[src/design/rpes_pkg.sv]
// Package: constants and carrier types for the radio power enable sequencer
package rpes_pkg;

    // ------------------------------------------------------------------
    // Clock and timing
    // ------------------------------------------------------------------
    localparam int CLK_FREQ_HZ        = 10_000_000;
    localparam int POR_MAX_MS         = 110;
    // Longest time rounds down: ms * Hz / 1000
    localparam int POR_CYCLES         = (POR_MAX_MS * (CLK_FREQ_HZ / 1000));
    localparam int POR_CNT_W          = 21;
    localparam int HOST_ACCESS_MIN_MS = 150;
    localparam int DISCHARGE_MIN_MS   = 10;
    localparam int DISCHARGE_CYCLES   = (DISCHARGE_MIN_MS * (CLK_FREQ_HZ / 1000));

    // ------------------------------------------------------------------
    // Reset values
    // ------------------------------------------------------------------
    localparam logic RST_ENABLE = 1'b0;
    localparam logic RST_SECT_N = 1'b0;

    // ------------------------------------------------------------------
    // Types
    // ------------------------------------------------------------------
    typedef enum logic [1:0] {
        RPES_OFF     = 2'b00,
        RPES_POR     = 2'b01,
        RPES_RUN     = 2'b10
    } rpes_state_t;

    // Section enables travelling together
    typedef struct packed {
        logic wlan_power_enable;
        logic shortrange_power_enable;
    } rpes_enables_t;

    // Section reset outputs, active low
    typedef struct packed {
        logic wlan_rst_n;
        logic shortrange_rst_n;
    } rpes_resets_t;

endpackage : rpes_pkg

[src/design/rpes_por_timer.sv]
// Power-on reset hold timer: counts a fixed number of cycles after start
`timescale 1ns/1ps
module rpes_por_timer #(
    parameter int CYCLES = 1100000
) (
    // Clock and reset
    input  wire logic clock_in,
    input  wire logic rst_n_in,
    // Control
    input  wire logic run_in,
    // Status
    output logic      done_out
);

    // ------------------------------------------------------------------
    // Counter
    // ------------------------------------------------------------------
    logic [rpes_pkg::POR_CNT_W-1:0] count_reg;
    // Two short of the hold: the registered release outside then lands
    // within CYCLES cycles of the supplies coming good, never one late
    localparam logic [rpes_pkg::POR_CNT_W-1:0] LAST =
        rpes_pkg::POR_CNT_W'(CYCLES - 2);

    // Count while running, clear when dropped
    always_ff @(posedge clock_in) begin
        if (!rst_n_in || !run_in) begin
            count_reg <= '0;
            done_out  <= 1'b0;
        end else if (count_reg != LAST) begin
            count_reg <= count_reg + 1'b1;
        end else begin
            done_out  <= 1'b1;
        end
    end

endmodule : rpes_por_timer

[src/design/rpes_sequencer.sv]
// Top: power enable OR, section resets and power-on reset hold
//
// Function
// - Regulators on when either enable high
// - LAN section reset while its enable low or the hold not over
// - Regulators off when both enables low
// - Short-range reset while its enable low
// - Power-on reset releases within 110 ms
`timescale 1ns/1ps
module rpes_sequencer #(
    parameter int POR_CYCLES = rpes_pkg::POR_CYCLES
) (
    // Clock and reset
    input  wire logic                   clock_in,
    input  wire logic                   rst_n_in,
    // Host enables
    input  wire rpes_pkg::rpes_enables_t enables_in,
    // Supplies good, from the supply monitors
    input  wire logic                   core_supply_ok_in,
    input  wire logic                   io_supply_ok_in,
    // Power management unit outputs
    output logic                        regulator_enable_out,
    output logic                        por_done_out,
    output rpes_pkg::rpes_resets_t      resets_out,
    output rpes_pkg::rpes_state_t       state_out
);

    // ------------------------------------------------------------------
    // Combined enable and supply state
    // ------------------------------------------------------------------
    logic any_enable;
    logic supplies_ok;
    logic por_done;
    rpes_pkg::rpes_state_t state_reg;
    rpes_pkg::rpes_state_t state_next;

    // Either section keeps the regulators alive
    assign any_enable  = enables_in.wlan_power_enable
                       | enables_in.shortrange_power_enable;
    assign supplies_ok = core_supply_ok_in & io_supply_ok_in;

    // ------------------------------------------------------------------
    // Power-on reset timer
    // ------------------------------------------------------------------
    // Restarts whenever a supply dips, so the hold is measured from the
    // last moment both supplies came good
    rpes_por_timer #(
        .CYCLES   (POR_CYCLES)
    ) u_por (
        .clock_in (clock_in),
        .rst_n_in (rst_n_in),
        .run_in   (supplies_ok),
        .done_out (por_done)
    );

    // ------------------------------------------------------------------
    // State machine
    // ------------------------------------------------------------------
    // Next state from enables, supplies and timer
    always_comb begin
        state_next = state_reg;
        case (state_reg)
            rpes_pkg::RPES_OFF: begin
                if (any_enable) begin
                    state_next = rpes_pkg::RPES_POR;
                end
            end
            rpes_pkg::RPES_POR: begin
                if (!any_enable) begin
                    state_next = rpes_pkg::RPES_OFF;
                end else if (por_done) begin
                    state_next = rpes_pkg::RPES_RUN;
                end
            end
            rpes_pkg::RPES_RUN: begin
                if (!any_enable) begin
                    state_next = rpes_pkg::RPES_OFF;
                end else if (!supplies_ok) begin
                    state_next = rpes_pkg::RPES_POR;
                end
            end
            default: begin
                state_next = rpes_pkg::RPES_OFF;
            end
        endcase
    end

    // State register
    always_ff @(posedge clock_in) begin
        if (!rst_n_in) begin
            state_reg <= rpes_pkg::RPES_OFF;
        end else begin
            state_reg <= state_next;
        end
    end

    // ------------------------------------------------------------------
    // Registered outputs
    // ------------------------------------------------------------------
    // Regulator enable is a plain registered OR of the two enables
    always_ff @(posedge clock_in) begin
        if (!rst_n_in) begin
            regulator_enable_out <= rpes_pkg::RST_ENABLE;
        end else begin
            regulator_enable_out <= any_enable;
        end
    end

    // Power-on reset release flag
    always_ff @(posedge clock_in) begin
        if (!rst_n_in) begin
            por_done_out <= 1'b0;
        end else begin
            por_done_out <= por_done & supplies_ok;
        end
    end

    // Section resets: each gated by its own enable and by the hold;
    // short-range stays held even when the LAN side runs the regulators
    always_ff @(posedge clock_in) begin
        if (!rst_n_in) begin
            resets_out <= '{wlan_rst_n: rpes_pkg::RST_SECT_N,
                            shortrange_rst_n: rpes_pkg::RST_SECT_N};
        end else begin
            resets_out.wlan_rst_n       <= enables_in.wlan_power_enable
                                         & por_done & supplies_ok;
            resets_out.shortrange_rst_n <= enables_in.shortrange_power_enable
                                         & por_done & supplies_ok;
        end
    end

    // Visible state for observation
    always_ff @(posedge clock_in) begin
        if (!rst_n_in) begin
            state_out <= rpes_pkg::RPES_OFF;
        end else begin
            state_out <= state_next;
        end
    end

    // ------------------------------------------------------------------
    // Assertions
    // ------------------------------------------------------------------
    // Cycles spent with supplies good but the device still held; a counter
    // because the full hold is far too long for a delay range
    localparam logic [rpes_pkg::POR_CNT_W-1:0] POR_LIMIT =
        rpes_pkg::POR_CNT_W'(POR_CYCLES);
    logic [rpes_pkg::POR_CNT_W-1:0] held_cnt_reg;

    // Saturates rather than wraps, so a stuck hold keeps failing
    always_ff @(posedge clock_in) begin
        if (!rst_n_in || !supplies_ok || por_done_out) begin
            held_cnt_reg <= '0;
        end else if (held_cnt_reg != {rpes_pkg::POR_CNT_W{1'b1}}) begin
            held_cnt_reg <= held_cnt_reg + 1'b1;
        end
    end
endmodule : rpes_sequencer

[config.mk]
export PLATFORM = sky130hd
export DESIGN_NAME = rpes_sequencer
export DESIGN_NICKNAME = d
export VERILOG_FILES = /design/src/design/rpes_pkg.sv /design/src/design/rpes_por_timer.sv /design/src/design/rpes_sequencer.sv
export SDC_FILE = /design/constraint.sdc
export NUM_CORES = 1
export LEC_CHECK = 0
export ABC_AREA = 1
export BUFFER_PORTS_ARGS = -buffer_cell sky130_fd_sc_hd__buf_4
export CAP_MARGIN = 20
export CORE_MARGIN = 1
export CORE_UTILIZATION = 25
export DETAILED_ROUTE_END_ITERATION = 8
export HOLD_SLACK_MARGIN = 0.02
export PLACE_DENSITY = 0.5
export SYNTH_ARGS = -nofsm -noshare
export SYNTH_HDL_FRONTEND = slang
export SYNTH_SLANG_ARGS = --single-unit
[constraint.sdc]
create_clock -name clock_in -period 2 [get_ports clock_in]
set_clock_uncertainty 0.1 [all_clocks]
set_input_delay 0.1 -clock clock_in [delete_from_list [all_inputs] [get_ports clock_in]]
set_output_delay 0.1 -clock clock_in [all_outputs]
set_load 0.02 [all_outputs]
==> impl_metrics.yaml <==
status:
  status: "completed"
sta:
  rsz0062_at_grt: "no"
  max_freq_ghz: 0.6346
  setup_viol: 0
  period_needed_ns: 1.576
  tns_ns: 0
  post-route-period-util_pct: 78.79
  final_hold_viol_count: 0
  maxSlewHeadroom_pct: 81.95
  worst_pin_slew_ns: 0.2703
  slew_violations: 0
  finalWorstSetupSlack_ns: 0.4243
finish:
  n_antenna_cell: 0
  largest_register_ffs: 21
  final_cells: 298
  drive_above_1_share_pct: 17.70
  fillers: 598
  nNetsFinal: 235
  area_growth_pct: 19.25
synthesis:
  synth_top_area_share_pct: 39.02
  synthTopCellsByArea: "dfxtp_1, nand2_1, nor2_1, inv_1, a21oi_1"
  ys_warn_count: 0
  yosysTopAreaCell: "dfxtp_1"
  syn_inst: 208
  synth-seq-area-share_pct: 39.02
  syn_nets: 216
  synth_cell_types: 26
  ys_ff_latch: 28
  avgSynthCellArea_sq_um: 6.906
  synth_area_sq_um: 1436
power:
  powerDensity_nw_per_um2: 617.3
  power_switching_uw: 206.1
  power.share.sequential_pct: 53.4
  pwr-share-clk_pct: 42.2
  ir_worst_vdd_v: 0.0002980
  leakage_uw: 0.0006358
  power_frac_comb_pct: 4.4
  p_sw_share_pct: 19.49
  finalPower_uw: 1057
  p_int_uw: 851.3
floorplanning:
  coreArea_sq_um: 5507
  die_h_um: 77.80
  num_io_pins: 12
  dieArea_sq_um: 6053
  row_count: 27
  start_util_pct: 26.08
  die_w_um: 77.80
drt:
  drtIter0Drc: 61
  vias_per_cell: 4.195
  routedWlPerCell_um: 9.715
  drc_errors: 0
  wl_um: 2895
  vias: 1250
  antenna_left: 0
  first_pass_iters: 4
clock_network:
  clk_pin_slew_ns: 0.10
  clk_path_buf_depth: 2
  cts_resized: 0
  cts_hold_buf: 3
  cts-root-buf: "clkbuf_8"
  cts.sinks: 28
  cts_tree: "yes"
  htreeDepth: 1
  post_cts_buffers: 0
  insertion_delay_ns: 0.28
  cts_buffers: 3
worst_setup_path:
  worstPathMaxFanout: 8
  r2r_end: "u_por.count_reg[14]"
  crit_arrival_ns: 1.65
  timing.rr.start: "u_por.count_reg[0]"
  r2r_cells: 8
  cp-start-kind: "flop"
  critical_path_required_ns: 2.08
  crit_path_end_kind: "flop"
  criticalPathCategory: "reg2reg"
  r2r_setup_slack_ns: 0.42
min_path:
  worstHoldPathType: "in2reg"
  whs_path_depth: 5
  min_to: "u_por.count_reg[1]"
  worstHoldStart: "io_supply_ok_in"
placed_design:
  post-place-ws_ns: 0.4421
  post-dp-hpwl_um: 2282
  gp_congestion: 0.7742
  dp.cells: 291
  port_buffers: 11
global_routing:
  antenna_found_initial: 0
  grt.total_usage_pct: 11.09
  grt_max_degree: 17
  grt_pass1_vias: 1246
  gr-total-overflow: 0
  grt_pass1_wl_um: 5382
flow_run:
  max-cap-violations: 0
## critical path, stage by stage, from the launching register on
cell and delay (ns):
dfxtp_1 0.49, ha_1 0.28, nand3_1 0.11, inv_2 0.09, nand2_4 0.09, nor2_4 0.14
nand3_1 0.09, nand2_1 0.06, nor2_1 0.03
## cell type report
type | instances | area, sq um | share of cell area [%]
inverters | 29 | 108.9 | 6.355
clock inverters | 1 | 30.03 | 1.753
repair buffers | 15 | 120.1 | 7.012
well taps | 72 | 90.09 | 5.259
clock buffers | 3 | 41.29 | 2.411
multi-input cells | 150 | 762.0 | 44.49
flip-flops and latches | 28 | 560.5 | 32.72
## power groups by stage
| stage | clock network (uW) | registers (uW) | logic [uW] |
|---|---|---|---|
| floorplan | 0 | 581 | 19.3 |
| global placement | 0 | 578 | 42.4 |
| detailed placement | 0 | 578 | 42.2 |
| CTS | 468 | 565 | 47.2 |
| global route | 485 | 566 | 52.8 |
| finish | 446 | 565 | 46.5 |
## per-stage QoR
| step | instance area [sq um] | hold slack [ns] | util (%) |
|---|---|---|---|
| 3_5_place_dp | 1612 | 0.2244 | 29.27 |
| 5_1_grt | 1713 | 0.1325 | 31.11 |
| 4_1_cts | 1713 | 0.1094 | 31.11 |
| 2_1_floorplan | 1436 | 0.1122 | - |
| 3_3_place_gp | 1612 | 0.2225 | 29.27 |
| 6_report | 1713 | 0.1098 | 31.11 |
## how the worst max path moves through the flow
stage	from	end	slack, ns	cells past startpoint
after CTS	u_por.count_reg[0]	u_por.count_reg[14]	0.42	8
after global routing	u_por.count_reg[0]	u_por.count_reg[16]	0.24	8
after detailed placement	u_por.count_reg[0]	u_por.count_reg[14]	0.44	8
after floorplan	u_por.count_reg[0]	u_por.count_reg[20]	0.61	8
final	u_por.count_reg[0]	u_por.count_reg[14]	0.42	8
after global placement	u_por.count_reg[0]	u_por.count_reg[14]	0.44	8
## synth_stat cells
library cell and n:
a211oi_1 1, a21oi_1 14, a21oi_2 1, buf_2 1, dfxtp_1 28, ha_1 2
inv_1 24, inv_2 5, nand2_1 41, nand2_2 4, nand2_4 1, nand3_1 11
nand3_2 2, nand4_1 3, nor2_1 39, nor2_2 8, nor2_4 2, nor2_8 1
nor3_1 2, nor3b_1 2, nor4_1 1, o21a_1 1, o21ai_0 7, o21ai_1 2
xnor2_1 3, xor2_1 2
## layer usage
layer | global-route usage [%] | wire length (um) | up-vias
met2 | 19.29 | 1303 | 17
met1 | 13.40 | 1461 | 540
met4 | 3.585 | 23 | 0
met3 | 2.471 | 106 | 2
met5 | 0 | 0 | -
li1 | - | - | 691
## placed cells by master (no fill, tap or decap), types with 2 or more instances in the layout
master	count
nand2_1	41
nor2_1	39
dfxtp_1	28
inv_1	24
a21oi_1	14
buf_4	12
nand3_1	11
nor2_2	8
o21ai_0	7
inv_2	5
nand2_2	4
nand4_1	3
xnor2_1	3
clkbuf_8	3
dlygate4sd3_1	3
nand3_2	2
nor2_4	2
nor3b_1	2
o21ai_1	2
xor2_1	2
nor3_1	2
ha_1	2
## cell families (layout without fill, tap and decap cells)
kind of cell | after synthesis | in the layout | synth area share (%)
buffers and inverters | 30 | 48 | 7.927
adder cells (fa/ha/maj) | 2 | 2 | 1.742
AND/OR/NAND/NOR | 117 | 117 | 38.59
XOR/XNOR | 5 | 5 | 3.049
flip-flops | 28 | 28 | 39.02
AO/OA/AOI/OAI | 26 | 26 | 9.669
No activity file was read; power rests on OpenSTA's default activity.
